[src/core/cgb_pkg.sv]
package cgb_pkg;
  // register offsets (byte addresses, word aligned)
  localparam logic [7:0] FIFO_CTRL_OFS   = 8'h00;
  localparam logic [7:0] FIFO_STAT_OFS   = 8'h04;
  localparam logic [7:0] QUEUE_CTRL_OFS  = 8'h08;
  localparam logic [7:0] QUEUE_STAT_OFS  = 8'h0c;
  localparam logic [7:0] GERR_CTRL_OFS   = 8'h10;
  localparam logic [7:0] GERR_STAT_OFS   = 8'h14;
  // fifo control fields
  localparam int FC_EN       = 0;
  localparam int FC_IRQ_MODE = 1;
  localparam int FC_RX_IE    = 2;
  localparam int FC_TX_IE    = 3;
  localparam int FC_FULL_IE  = 4;
  localparam int FC_OFRX_IE  = 5;
  localparam int FC_OFTX_IE  = 6;
  localparam int FC_THR_LSB  = 8;
  localparam int FC_DEPTH_LSB = 12;
  // fifo status fields
  localparam int FS_EMPTY    = 0;
  localparam int FS_FULL     = 1;
  localparam int FS_RX_FLAG  = 2;
  localparam int FS_TX_FLAG  = 3;
  localparam int FS_FULL_FLAG = 4;
  localparam int FS_OFRX_FLAG = 5;
  localparam int FS_OFTX_FLAG = 6;
  localparam int FS_LOST     = 7;
  localparam int FS_CNT_LSB  = 8;
  // queue control fields
  localparam int QC_EN       = 0;
  localparam int QC_GW_EN    = 1;
  localparam int QC_IRQ_MODE = 2;
  localparam int QC_TX_IE    = 3;
  localparam int QC_ROUTE_IE = 4;
  localparam int QC_DEPTH_LSB = 8;
  // queue status fields
  localparam int QS_EMPTY    = 0;
  localparam int QS_FULL     = 1;
  localparam int QS_TX_FLAG  = 2;
  localparam int QS_ROUTE_FLAG = 3;
  localparam int QS_LOST     = 4;
  localparam int QS_CNT_LSB  = 8;
  // global error enables and other-source flags
  localparam int GE_HIST   = 0;
  localparam int GE_DLC    = 1;
  localparam int GE_PAYLD  = 2;
  localparam int GE_QOVW   = 3;
  localparam int GE_QLOST  = 4;
  localparam int GE_GWOVW  = 5;
  localparam int GE_FLOST  = 6;
  // sizes
  localparam int FIFO_DEPTH = 16;
  localparam int FIFO_AW    = 4;
  localparam int QUEUE_DEPTH = 8;
  localparam int QUEUE_AW   = 3;
  localparam int ID_W       = 29;
  localparam int MSG_W      = 64;
  localparam logic [2:0] DEPTH_FOUR = 3'h1;
  localparam logic [31:0] FIFO_CTRL_RST  = 32'h0000_0000;
  localparam logic [31:0] QUEUE_CTRL_RST = 32'h0000_0000;
  typedef enum logic [1:0] {CGB_TX_IDLE, CGB_TX_FIFO, CGB_TX_QUEUE} cgb_tx_t;
endpackage

[src/core/cgb_mem.sv]
`timescale 1ns/100ps
module cgb_mem #(
  parameter int AW = 4,
  parameter int DW = 64
) (
  // clock
  input  wire logic          clk,
  // write port
  input  wire logic          we,
  input  wire logic [AW-1:0] waddr,
  input  wire logic [DW-1:0] wdata,
  // read port
  input  wire logic [AW-1:0] raddr,
  output logic      [DW-1:0] rdata
);
  logic [DW-1:0] mem [2**AW];

  always_ff @(posedge clk) begin
    if (we) begin
      mem[waddr] <= wdata;
    end
  end

  always_ff @(posedge clk) begin
    rdata <= mem[raddr];
  end
endmodule

[src/core/cgb_gateway.sv]
// Local design decisions: the register addresses and strobed register access.
`timescale 1ns/100ps
// How it works
// - mode 1 every frame; code 000 at 1/8
// - codes 001-110 two..seven eighths; 111 full
// - full interrupt when fifo becomes full
// - disabling never clears pending interrupt flags
// - one-frame receive interrupt per stored frame
// - fifo transmit interrupt on mode condition
// - mode 1 each frame, 0 on empty
// - one-frame transmit interrupt per sent frame
// - lost fifo frame raises global error
// - global error ors all enabled sources
// - gateway queue stores routed frames, sends automatically
// - queue sends highest priority identifier first
// - full queue drops frame, sets lost flag
// - queue disable drops all, stores nothing
// - empty at most two cycles after disable, not awaiting transmit outcome
// - routing interrupt per frame accepted by queue
// - queue transmit interrupt on mode condition
// - mode 0 on empty, 1 each frame
// - routing and retransmit need no software
// - fifo sends in storage order, head only
module cgb_gateway (
  // clock and reset
  input  wire logic        clk,
  input  wire logic        rst,
  // register port
  input  wire logic [7:0]  reg_addr,
  input  wire logic [31:0] reg_wdata,
  input  wire logic        reg_wr,
  input  wire logic        reg_rd,
  output logic      [31:0] reg_rdata,
  // routed frames from the receive rule
  input  wire logic        route_valid,
  input  wire logic        rule_dest_pointer,
  input  wire logic [28:0] route_id,
  input  wire logic [63:0] route_data,
  // other global error sources (one-cycle events)
  input  wire logic [5:0]  gerr_src_evt,
  // transmitter
  output logic             tx_req,
  output logic      [28:0] tx_id,
  output logic      [63:0] tx_data,
  input  wire logic        tx_start,
  input  wire logic        tx_done,
  input  wire logic        tx_abort,
  // interrupt lines
  output logic             fifo_rx_irq,
  output logic             fifo_full_irq,
  output logic             fifo_ofrx_irq,
  output logic             fifo_tx_irq,
  output logic             fifo_oftx_irq,
  output logic             queue_tx_irq,
  output logic             queue_route_irq,
  output logic             global_err_irq
);
  localparam int ID_W_C = cgb_pkg::ID_W;
  localparam int FD = cgb_pkg::FIFO_DEPTH;
  localparam int FAW = cgb_pkg::FIFO_AW;
  localparam int QD = cgb_pkg::QUEUE_DEPTH;
  localparam int QAW = cgb_pkg::QUEUE_AW;

  // threshold level in entries for a depth; code 111 means full
  function automatic logic [FAW:0] thr_level(input logic [2:0] code,
                                             input logic [FAW:0] depth);
    logic [FAW+3:0] p;
    p = ({3'h0, depth} * ({1'b0, code} + 4'h1)) >> 3;
    thr_level = (p[FAW:0] == '0) ? {{FAW{1'b0}}, 1'b1} : p[FAW:0];
  endfunction

  function automatic logic wsel(input logic [7:0] ofs);
    wsel = reg_wr && (reg_addr == ofs);
  endfunction

  // control registers
  logic [31:0] fctl_q, qctl_q;
  logic [6:0]  gerr_en_q;
  wire logic       f_en     = fctl_q[cgb_pkg::FC_EN];
  wire logic       f_mode   = fctl_q[cgb_pkg::FC_IRQ_MODE];
  wire logic [2:0] rx_threshold_select = fctl_q[cgb_pkg::FC_THR_LSB +: 3];
  wire logic [2:0] fifo_depth_select = fctl_q[cgb_pkg::FC_DEPTH_LSB +: 3];
  wire logic       q_en     = qctl_q[cgb_pkg::QC_EN];
  wire logic       queue_gateway_en = qctl_q[cgb_pkg::QC_GW_EN];
  wire logic       q_mode   = qctl_q[cgb_pkg::QC_IRQ_MODE];
  wire logic [3:0] q_depth  = qctl_q[cgb_pkg::QC_DEPTH_LSB +: 4];

  always_ff @(posedge clk) begin
    if (rst) begin
      fctl_q    <= cgb_pkg::FIFO_CTRL_RST;
      qctl_q    <= cgb_pkg::QUEUE_CTRL_RST;
      gerr_en_q <= 7'h00;
    end else begin
      if (wsel(cgb_pkg::FIFO_CTRL_OFS)) fctl_q <= reg_wdata;
      if (wsel(cgb_pkg::QUEUE_CTRL_OFS)) qctl_q <= reg_wdata;
      if (wsel(cgb_pkg::GERR_CTRL_OFS)) gerr_en_q <= reg_wdata[6:0];
    end
  end

  // effective fifo depth: select 000..100 -> 2^(select+1), capped at 16
  logic [FAW:0] f_depth;
  always_comb begin
    unique case (fifo_depth_select)
      3'h0: f_depth = 5'h02;
      cgb_pkg::DEPTH_FOUR: f_depth = 5'h04;
      3'h2: f_depth = 5'h08;
      default: f_depth = 5'h10;
    endcase
  end

  // ---------------- fifo (storage order) ----------------
  logic [FAW-1:0] f_wp_q, f_rp_q;
  logic [FAW:0]   f_cnt_q;
  logic           f_abort_q;
  wire logic f_full  = (f_cnt_q == f_depth);
  wire logic f_empty = (f_cnt_q == '0);
  wire logic f_route = route_valid && !rule_dest_pointer;
  wire logic f_push  = f_route && f_en && !f_full;
  wire logic f_lost  = f_route && f_en && f_full;
  cgb_pkg::cgb_tx_t tx_src_q;
  wire logic f_txdone = tx_done && (tx_src_q == cgb_pkg::CGB_TX_FIFO);
  wire logic q_txdone = tx_done && (tx_src_q == cgb_pkg::CGB_TX_QUEUE);
  wire logic busy     = (tx_src_q != cgb_pkg::CGB_TX_IDLE);
  wire logic tx_end   = tx_done || tx_abort;
  localparam int MSG_W_C = cgb_pkg::MSG_W;
  logic [MSG_W_C-1:0] f_rdata;

  cgb_mem #(.AW(FAW), .DW(MSG_W_C)) u_fifo_mem (
    .clk   (clk),
    .we    (f_push),
    .waddr (f_wp_q),
    .wdata ({route_data}),
    .raddr (f_rp_q),
    .rdata (f_rdata)
  );

  // fifo id sidecar kept small in flops
  logic [ID_W_C-1:0] f_id_q [FD];

  always_ff @(posedge clk) begin
    if (f_push) f_id_q[f_wp_q] <= route_id;
  end

  always_ff @(posedge clk) begin
    if (rst) begin
      f_wp_q <= '0;
      f_rp_q <= '0;
      f_cnt_q <= '0;
      f_abort_q <= 1'b0;
    end else if (!f_en && (f_abort_q || !(busy &&
                 tx_src_q == cgb_pkg::CGB_TX_FIFO) || tx_end)) begin
      f_wp_q <= '0;
      f_rp_q <= '0;
      f_cnt_q <= '0;
      f_abort_q <= 1'b0;
    end else begin
      if (!f_en) f_abort_q <= 1'b1;
      if (f_push) f_wp_q <= f_wp_q + 1'b1;
      if (f_txdone) f_rp_q <= f_rp_q + 1'b1;
      f_cnt_q <= f_cnt_q + {{FAW{1'b0}}, f_push}
                 - {{FAW{1'b0}}, f_txdone};
    end
  end

  // ---------------- queue (id priority) ----------------
  logic [QD-1:0]     q_vld_q;
  logic [ID_W_C-1:0] q_id_q [QD];
  logic [63:0]       q_dat_q [QD];
  logic [QAW-1:0]    q_sel_q;
  logic [QAW:0]      q_cnt;
  logic [QAW-1:0]    q_free, q_best;
  logic              q_best_v;

  always_comb begin
    q_cnt = '0;
    q_free = '0;
    q_best = '0;
    q_best_v = 1'b0;
    for (int i = QD - 1; i >= 0; i--) begin
      if (!q_vld_q[i]) q_free = QAW'(i);
    end
    for (int i = 0; i < QD; i++) begin
      q_cnt = q_cnt + {{QAW{1'b0}}, q_vld_q[i]};
      if (q_vld_q[i] && (!q_best_v || q_id_q[i] < q_id_q[q_best])) begin
        q_best = QAW'(i);
        q_best_v = 1'b1;
      end
    end
  end

  wire logic [QAW:0] q_lim = (q_depth > 4'(QD) || q_depth == '0)
                             ? (QAW+1)'(QD) : q_depth[QAW:0];
  wire logic q_full  = (q_cnt >= q_lim);
  wire logic q_empty = (q_cnt == '0);
  wire logic q_route = route_valid && rule_dest_pointer && q_en
                       && queue_gateway_en;
  wire logic q_push  = q_route && !q_full;
  wire logic q_lost  = q_route && q_full;
  logic q_abort_q;

  always_ff @(posedge clk) begin
    if (q_push) begin
      q_id_q[q_free]  <= route_id;
      q_dat_q[q_free] <= route_data;
    end
  end

  always_ff @(posedge clk) begin
    if (rst) begin
      q_vld_q <= '0;
      q_abort_q <= 1'b0;
    end else if (!q_en && (q_abort_q || !(busy &&
                 tx_src_q == cgb_pkg::CGB_TX_QUEUE) || tx_end)) begin
      q_vld_q <= '0;
      q_abort_q <= 1'b0;
    end else begin
      if (!q_en) q_abort_q <= 1'b1;
      if (q_push) q_vld_q[q_free] <= 1'b1;
      if (q_txdone) q_vld_q[q_sel_q] <= 1'b0;
    end
  end

  // ---------------- transmit arbitration ----------------
  wire logic f_head_ok = f_en && !f_empty;
  wire logic q_head_ok = q_en && q_best_v;
  wire logic f_wins = f_head_ok && (!q_head_ok
                      || f_id_q[f_rp_q] <= q_id_q[q_best]);
  // source disabled now or by the write on this edge
  wire logic f_off_wr = wsel(cgb_pkg::FIFO_CTRL_OFS)
                        && !reg_wdata[cgb_pkg::FC_EN];
  wire logic q_off_wr = wsel(cgb_pkg::QUEUE_CTRL_OFS)
                        && !reg_wdata[cgb_pkg::QC_EN];
  wire logic src_off  = (tx_src_q == cgb_pkg::CGB_TX_FIFO)
                        ? (!f_en || f_off_wr) : (!q_en || q_off_wr);

  always_ff @(posedge clk) begin
    if (rst) begin
      tx_src_q <= cgb_pkg::CGB_TX_IDLE;
      tx_req <= 1'b0;
      tx_id <= '0;
      tx_data <= '0;
      q_sel_q <= '0;
    end else begin
      unique case (tx_src_q)
        cgb_pkg::CGB_TX_IDLE: begin
          if (f_wins) begin
            tx_src_q <= cgb_pkg::CGB_TX_FIFO;
            tx_req <= 1'b1;
            tx_id <= f_id_q[f_rp_q];
          end else if (q_head_ok) begin
            tx_src_q <= cgb_pkg::CGB_TX_QUEUE;
            tx_req <= 1'b1;
            tx_id <= q_id_q[q_best];
            tx_data <= q_dat_q[q_best];
            q_sel_q <= q_best;
          end
        end
        cgb_pkg::CGB_TX_FIFO, cgb_pkg::CGB_TX_QUEUE: begin
          if (tx_src_q == cgb_pkg::CGB_TX_FIFO && tx_req && !tx_start)
            tx_data <= f_rdata;
          // pending queue request follows the best identifier
          if (tx_src_q == cgb_pkg::CGB_TX_QUEUE && tx_req && !tx_start
              && q_best_v) begin
            tx_id   <= q_id_q[q_best];
            tx_data <= q_dat_q[q_best];
            q_sel_q <= q_best;
          end
          if (tx_start) tx_req <= 1'b0;
          // unstarted request withdrawn when its source is disabled
          if (tx_end || (tx_req && !tx_start && src_off)) begin
            tx_src_q <= cgb_pkg::CGB_TX_IDLE;
            tx_req <= 1'b0;
          end
        end
      endcase
    end
  end

  // ---------------- sticky interrupt flags ----------------
  logic [5:0] fflg_q; // rx, tx, full, ofrx, oftx, lost
  logic [2:0] qflg_q; // tx, route, lost
  logic [5:0] oflg_q;
  wire logic [FAW:0] f_cnt_nx = f_cnt_q + 5'h01;
  wire logic f_thr_hit = f_push && (f_mode ? 1'b1
                   : (rx_threshold_select == 3'h7) ? (f_cnt_nx == f_depth)
                   : (f_cnt_nx == thr_level(rx_threshold_select,
                                            f_depth)));
  wire logic f_tx_ev = f_txdone && (f_mode || f_cnt_q == 5'h01);
  wire logic q_tx_ev = q_txdone && (q_mode || q_cnt == 4'h1);
  wire logic f_full_ev = f_push && (f_cnt_nx == f_depth);
  // oftx per sent frame, ofrx per stored frame
  wire logic [5:0] f_set = {f_lost, f_txdone, f_push,
                            f_full_ev, f_tx_ev, f_thr_hit};
  wire logic [2:0] q_set = {q_lost, q_push, q_tx_ev};
  wire logic [31:0] clr = reg_wdata;

  // write of zero clears, set wins over clear; enable off keeps flag
  always_ff @(posedge clk) begin
    if (rst) begin
      fflg_q <= '0;
      qflg_q <= '0;
      oflg_q <= '0;
    end else begin
      fflg_q <= f_set | (fflg_q & (wsel(cgb_pkg::FIFO_STAT_OFS)
                ? clr[7:2] : 6'h3f));
      qflg_q <= q_set | (qflg_q & (wsel(cgb_pkg::QUEUE_STAT_OFS)
                ? clr[4:2] : 3'h7));
      oflg_q <= gerr_src_evt | (oflg_q & (wsel(cgb_pkg::GERR_STAT_OFS)
                ? clr[5:0] : 6'h3f));
    end
  end

  // interrupt lines: flag and enable
  assign fifo_rx_irq     = fflg_q[0] & fctl_q[cgb_pkg::FC_RX_IE];
  assign fifo_tx_irq     = fflg_q[1] & fctl_q[cgb_pkg::FC_TX_IE];
  assign fifo_full_irq   = fflg_q[2] & fctl_q[cgb_pkg::FC_FULL_IE];
  assign fifo_ofrx_irq   = fflg_q[3] & fctl_q[cgb_pkg::FC_OFRX_IE];
  assign fifo_oftx_irq   = fflg_q[4] & fctl_q[cgb_pkg::FC_OFTX_IE];
  assign queue_tx_irq    = qflg_q[0] & qctl_q[cgb_pkg::QC_TX_IE];
  assign queue_route_irq = qflg_q[1]
                           & qctl_q[cgb_pkg::QC_ROUTE_IE];
  assign global_err_irq  = (|(oflg_q & gerr_en_q[5:0]))
                           | (qflg_q[2] & gerr_en_q[cgb_pkg::GE_QLOST])
                           | (fflg_q[5]
                              & gerr_en_q[cgb_pkg::GE_FLOST]);

  // read data stand in the cycle after the strobe
  always_ff @(posedge clk) begin
    if (rst) begin
      reg_rdata <= '0;
    end else if (reg_rd) begin
      case (reg_addr)
        cgb_pkg::FIFO_CTRL_OFS: begin
          reg_rdata <= fctl_q;
        end
        cgb_pkg::FIFO_STAT_OFS: begin
          reg_rdata <= {19'h0, f_cnt_q, fflg_q, f_full, f_empty};
        end
        cgb_pkg::QUEUE_CTRL_OFS: begin
          reg_rdata <= qctl_q;
        end
        cgb_pkg::QUEUE_STAT_OFS: begin
          reg_rdata <= {20'h0, q_cnt, 3'h0, qflg_q, q_full, q_empty};
        end
        cgb_pkg::GERR_CTRL_OFS: begin
          reg_rdata <= {25'h0, gerr_en_q};
        end
        cgb_pkg::GERR_STAT_OFS: begin
          reg_rdata <= {26'h0, oflg_q};
        end
        default: begin
          reg_rdata <= '0;
        end
      endcase
    end
  end
endmodule

[config.mk]
export PLATFORM = sky130hd
export DESIGN_NAME = cgb_gateway
export DESIGN_NICKNAME = d
export VERILOG_FILES = /design/src/core/cgb_pkg.sv /design/src/core/cgb_mem.sv /design/src/core/cgb_gateway.sv
export SDC_FILE = /design/constraint.sdc
export NUM_CORES = 2
export LEC_CHECK = 0
export BUFFER_PORTS_ARGS = -buffer_cell sky130_fd_sc_hd__buf_2
export CAP_MARGIN = 40
export CORE_MARGIN = 2
export CORE_UTILIZATION = 67
export CTS_CLUSTER_DIAMETER = 200
export CTS_CLUSTER_SIZE = 30
export DETAILED_ROUTE_END_ITERATION = 10
export PLACE_DENSITY = 0.89
export SYNTH_ARGS = -nofsm -noshare
export SYNTH_HDL_FRONTEND = slang
export SYNTH_SLANG_ARGS = --single-unit
[constraint.sdc]
create_clock -name clk -period 52.2 [get_ports clk]
set_input_delay 0 -clock clk [delete_from_list [all_inputs] [get_ports clk]]
set_output_delay 0 -clock clk [all_outputs]
set_load 0.01 [all_outputs]
* Word-level counts from Yosys, hierarchy flattened
Memories as Yosys holds them, arrays and structs flattened. A register that Yosys moved wholly into a read port is not among the register bits.
Cells that the tools add are included.
** Word-level totals
- Register bits :: 240
- Latch bits :: 0
- Bits in writable memories :: 2232
- Memory bits (read-only) :: 0
- Bits of input ports :: 148
- Output and inout port bits :: 134
- Word-level logic and storage cells :: 262
- Memories kept :: 4
** Cells by class
- Add/subtract/negate cells :: 13
- $mul :: 1
- Div/mod/pow operators :: 0
- Magnitude comparators :: 14
- Equality and inequality tests :: 22
- Shifts and indexed selects :: 0
- Muxes and demuxes :: 69
- Bitwise logic cells :: 21
- Reductions and logical operators :: 100
** Memory list
- u_fifo_mem.mem :: depth 16, bits a word 64, rd ports 1, clocked after Yosys merged registers in 1, wr ports 1, line cgb_mem.sv:16 : logic [DW-1:0] mem [2**AW];
- q_dat_q :: depth 8, bits a word 64, rd ports 1, clocked after Yosys merged registers in 0, wr ports 1, line cgb_gateway.sv:168 : logic [63:0] q_dat_q [QD];
- f_id_q :: depth 16, bits a word 29, rd ports 1, clocked after Yosys merged registers in 1, wr ports 1, line cgb_gateway.sv:138 : logic [ID_W_C-1:0] f_id_q [FD];
- q_id_q :: depth 8, bits a word 29, rd ports 15, clocked after Yosys merged registers in 0, wr ports 1, line cgb_gateway.sv:167 : logic [ID_W_C-1:0] q_id_q [QD];
** Operators with widths (count)
- $mux 64 :: 4
- $lt 29x29->1 :: 7
- $pmux 32 s6 :: 1
- $pmux 64 s2 :: 1
- $mux 29 :: 3
- $pmux 29 s2 :: 1
- $mux 3 :: 18
- $logic_and 1x1->1 :: 46
- $mux 8 :: 4
- $le 29x29->1 :: 1
- $mux 1 :: 22
- $logic_or 1x1->1 :: 19
- $and 6x6->6 :: 3
- $logic_not 1->1 :: 18
- $add 4x1->4 :: 4
- $eq 8x4->1 const B :: 2
- $eq 8x5->1 const B :: 2
- $eq 5x5->1 :: 3
- $pmux 5 s3 :: 1
- $mux 4 :: 3
- $mux 6 :: 2
- $or 6x6->6 :: 2
- $logic_not 5->1 :: 2
- $and 1x1->1 :: 9
- other kinds (44) :: 62

* Longest topological paths before layout
An unclocked memory read counts as a cell.
- Depth after elaboration :: 41
- Gate-level depth with buffers :: 119

* Hierarchy
From an unflattened synthesis, not the netlist that was laid out.
** Unflattened totals
- Cell total of the unflattened synthesis :: 6731
- Area total of the unflattened synthesis :: 106115.5 µm²
** By module, submodules not included
- cgb_gateway :: instances 1, cells each 5084, area an instance 66533.8 µm², seq. area each 41159.5 µm²
- cgb_mem :: instances 1, cells each 1647, area an instance 39581.7 µm², seq. area each 32030.7 µm²

* Worst setup path after synthesis
No wires, ideal clock.
- Path type :: register -> register
- Start :: memory q_id_q[1][27] (netlist name)
- End :: register tx_id[21]
- Arrival time :: 22.467 ns
- Setup slack :: 29.662 ns
- Stages on the path, launching flop included :: 111
- Path buffers :: 20
- Period minus slack after synthesis :: 22.538 ns
- Path through :: edfxtp_1 ha_1 nand4_1 nor4_1 a2111oi_0 a22o_1 and2_1 clkbuf_1 clkbuf_1 a21oi_1 ha_1 nand4_1 or3_1 or4b_4 a22o_4 and2_4 a21oi_1 clkbuf_1 (+75 left out) a21oi_1 ha_1 a21o_1 a21o_1 a21o_1 a21o_1 a21oi_1 nor2b_1 o21ai_0 nand2_1 a221oi_1 o211a_1 or2_2 nor2b_1 clkbuf_1 clkbuf_1 a22oi_1 a21oi_1
** RTL lines
- start: declaration :: line cgb_gateway.sv:167
- end signal: assignment :: line cgb_gateway.sv:249 : tx_id <= f_id_q[f_rp_q];
- end signal: assignment :: line cgb_gateway.sv:253 : tx_id <= q_id_q[q_best];
- end signal: assignment :: line cgb_gateway.sv:264 : tx_id <= q_id_q[q_best];
- end: declaration :: line cgb_gateway.sv:43 : output logic [28:0] tx_id,

==> impl_metrics.csv <==
group,metric,value,unit
status,status,"completed",
synthesis,synth-edff-count,2232,
timing,fin_ws,22.60,ns
detailed_routing,num_vias,70800,
final_layout,final_cell_mix,"2,232 x edfxtp_1, 667 x nand2_1, 469 x mux4_2, 360 x a21oi_1, 301 x dfxtp_1",
power_and_ir_drop,p_leak,37.3,nW
detailed_routing,avgRoutedWirePerCell,38.8,um
final_layout,area_growth,8.95,%
grt,grt_max_degree,93,
clock_network,clock_path_buffers,3,
final_layout,n_fill_cell,8440,
power_and_ir_drop,power,3.29,mW
grt,overflow,0,
timing,finalMaxSlewViolations,0,
clock_network,clk_latency,0.81,ns
placement,dp_hpwl,196000,um
timing,tightest_slew,1.05,ns
timing,rsz0062_at_grt,"no",
floorplanning,die_y,401,um
setup_path,critPathArrivalTime,30.24,ns
detailed_routing,antenna_violating_nets_post_route,0,
timing,finalClockSkew,0.0726,ns
final_layout,nNetsFinal,7332,
timing,clock.fmax,33.8,MHz
power_and_ir_drop,ir_drop,0.0000364,V
timing,finalWorstPathRequiredPeriod,29.60,ns
clock_network,h-tree-depth,3,
final_layout,postLayoutCoreUtil,0.735,
clock_network,post_cts_resized,0,
floorplanning,io_pins,282,
timing,hold_viol,0,
floorplanning,rows,145,
min_path,min_path_type,"in2reg",
synthesis,synth_top_cell_by_area,"edfxtp_1",
detailed_routing,drt_iter0_markers,13900,
detailed_routing,drc,0,
synthesis,ys_types,89,
synthesis,synth_area_per_cell,16.1,um2
setup_path,cp_common_cell,"a21oi_1",
grt,grt_pass1_vias,69400,
synthesis,ys_ff_latch,2540,
floorplanning,floorplan.initialDensity,0.675,
detailed_routing,first_pass_iters,8,
final_layout,drive_gt1_frac,0.164,
grt,antenna_found_initial,20,
timing,final.setup.tns,0,ns
placement,io_buffer_count,281,
setup_path,cp-start-kind,"register",
placement,dp_cells,8688,
final_layout,regArea,73200,um2
setup_path,cp_top_family,"compound AO/OA/AOI/OAI gates",
synthesis,synth_ff_type,"edfxtp_1",
setup_path,crit_fanout,60,
synthesis,synth_async_sr_flop_share,0,
setup_path,cpPeakStageDelay,0.83,ns
detailed_routing,drt-total-wl,352000,um
setup_path,path_class,"reg2reg",
timing,finalCritPeriodShare,0.567,
clock_network,numCtsBuffers,94,
final_layout,final_common_cell,"edfxtp_1",
setup_path,end_kind,"register",
grt,grt_first_pass_wirelength,487000,um
clock_network,clock_sinks,2540,
placement,preCtsSetupSlack,24.29,ns
placement,gp_congestion,1.03,
setup_path,worst-path-buf-inv,8,
floorplanning,die-width,401,um
setup_path,required,52.84,ns
floorplanning,die-area,161000,um2
setup_path,worst_path_max_delay_cell,"a21oi_1",
timing,finalSetupViolCount,0,
synthesis,synth_area_leaders,"edfxtp_1 64%, mux4_2 10%, dfxtp_1 5.8%, ha_1 3.1%, nand2_1 2.4%",
timing,relSlewSlack,0.299,
synthesis,netlist_area,105000,um2
job,max_cap_viol_count,0,
grt,track_usage,0.423,
synthesis,synthCells,6546,
synthesis,synth_warnings,0,
synthesis,synth_top_cell_area_share,0.636,
power_and_ir_drop,pwr_density_cell,28.7,nW/um2
clock_network,cts_tree,"done",
clock_network,cts_root_buf,"clkbuf_16",
final_layout,instances_no_fill,9058,
detailed_routing,viasPerCell,7.82,
clock_network,clk_pin_slew,0.13,ns
synthesis,ys_seq_area_frac,0.694,
final_layout,multi_input_area,30700,um2
synthesis,syn_nets,6966,
floorplanning,core-area,156000,um2
## what timing repair did
| action | 4_1_cts | 5_1_grt |
|---|---|---|
| setup endpoints to repair | 0 | 0 |
| hold buffers | 180 | 0 |
| setup buffers | 0 | 0 |
| hold endpoints to repair | 2396 | 0 |
## routing by layer
layer,share of wire,GRT usage
met5,0.00047,0
met4,0.084,0.276
met3,0.16,0.117
met2,0.45,0.646
met1,0.31,0.540
## logic make-up (layout without fill, tap and decap cells)
| kind of cell | count (synthesis) | count (layout) | synth area share |
|---|---|---|---|
| AOI/OAI and AO/OA | 1203 | 1203 | 0.0801 |
| xor gates and xnor gates | 25 | 25 | 0.00208 |
| adders and majority gates | 272 | 272 | 0.0329 |
| buffers and inverters | 480 | 922 | 0.0180 |
| DFF | 2540 | 2540 | 0.694 |
| muxes | 588 | 588 | 0.112 |
| other | 1 | 13 | 0.0000356 |
| and+or+nand+nor | 1437 | 1437 | 0.0611 |
## worst paths after layout
| check | start | endpoint | slack (ns) | cells after the start |
|---|---|---|---|---|
| worst min-delay path | reg_wdata[11] | qctl_q[11] | 0.02 | 4 |
| worst min register to register | fctl_q[31] | fctl_q[31] | 0.46 | 2 |
| worst max-delay path | q_id_q[1][23] | tx_data[42] | 22.60 | 103 |
| worst max register to register | q_id_q[1][23] | tx_data[42] | 22.60 | 103 |
## layout make-up
cell class,count,area share
sequential,2540,0.637
multi-input combinational,3526,0.267
timing repair buffer,638,0.0451
clock buffer,165,0.0228
tap,2058,0.0224
inverter,112,0.00366
clock inverter,7,0.00121
antenna,12,0.000261
## tightest hold or removal path, stage by stage
cell and delay (ns):
dlygate4sd3_1 0.55, buf_2 0.14, nand2_1 0.05, a21oi_1 0.05
## flip-flops by register name (all words and copies together), names as in the netlist, 5 cells and up, named ones only
name,flops
oflg_q,6
fflg_q,6
gerr_en_q,7
q_vld_q,8
reg_rdata,32
f_cnt_q,5
tx_data,64
q_id_q,232
u_fifo_mem.rdata,64
u_fifo_mem.mem,1024
tx_id,29
f_id_q,464
qctl_q,32
fctl_q,32
q_dat_q,512
## through the flow
stage / instance area, um2 / hold slack [ns]
3_5_place_dp: 110000 / 0.258
6_report: 115000 / 0.0238
4_1_cts: 115000 / 0.000168
2_1_floorplan: 105000 / 0.0989
5_1_grt: 115000 / 0.0107
3_3_place_gp: 109000 / 0.255
## power by group
part	internal (mW)	switching, mW	total (mW)
clock network	0.353	0.630	0.982
logic	0.0265	0.0674	0.0939
registers	2.21	0.00929	2.22
total	2.59	0.706	3.29
## cell usage after synthesis (20+ instances only)
library cell,instances
a21oi_1,363
ha_1,263
and3_1,20
a221o_1,71
o21ai_0,140
a31oi_1,30
nand2_1,671
nand4_1,42
o21a_1,54
nor2b_1,48
a22o_1,22
buf_2,52
o221ai_1,80
o211ai_1,36
nor3_1,54
mux4_2,469
and2_1,20
clkbuf_1,229
a211oi_1,32
nand2b_1,36
o22ai_1,21
a22oi_1,23
inv_1,112
buf_1,82
nor2_1,261
o2111ai_1,68
nand3_1,198
mux2i_1,112
a21o_1,58
o22a_1,70
edfxtp_1,2232
dfxtp_1,308
Note: power is estimated with default switching activity, not from simulation.
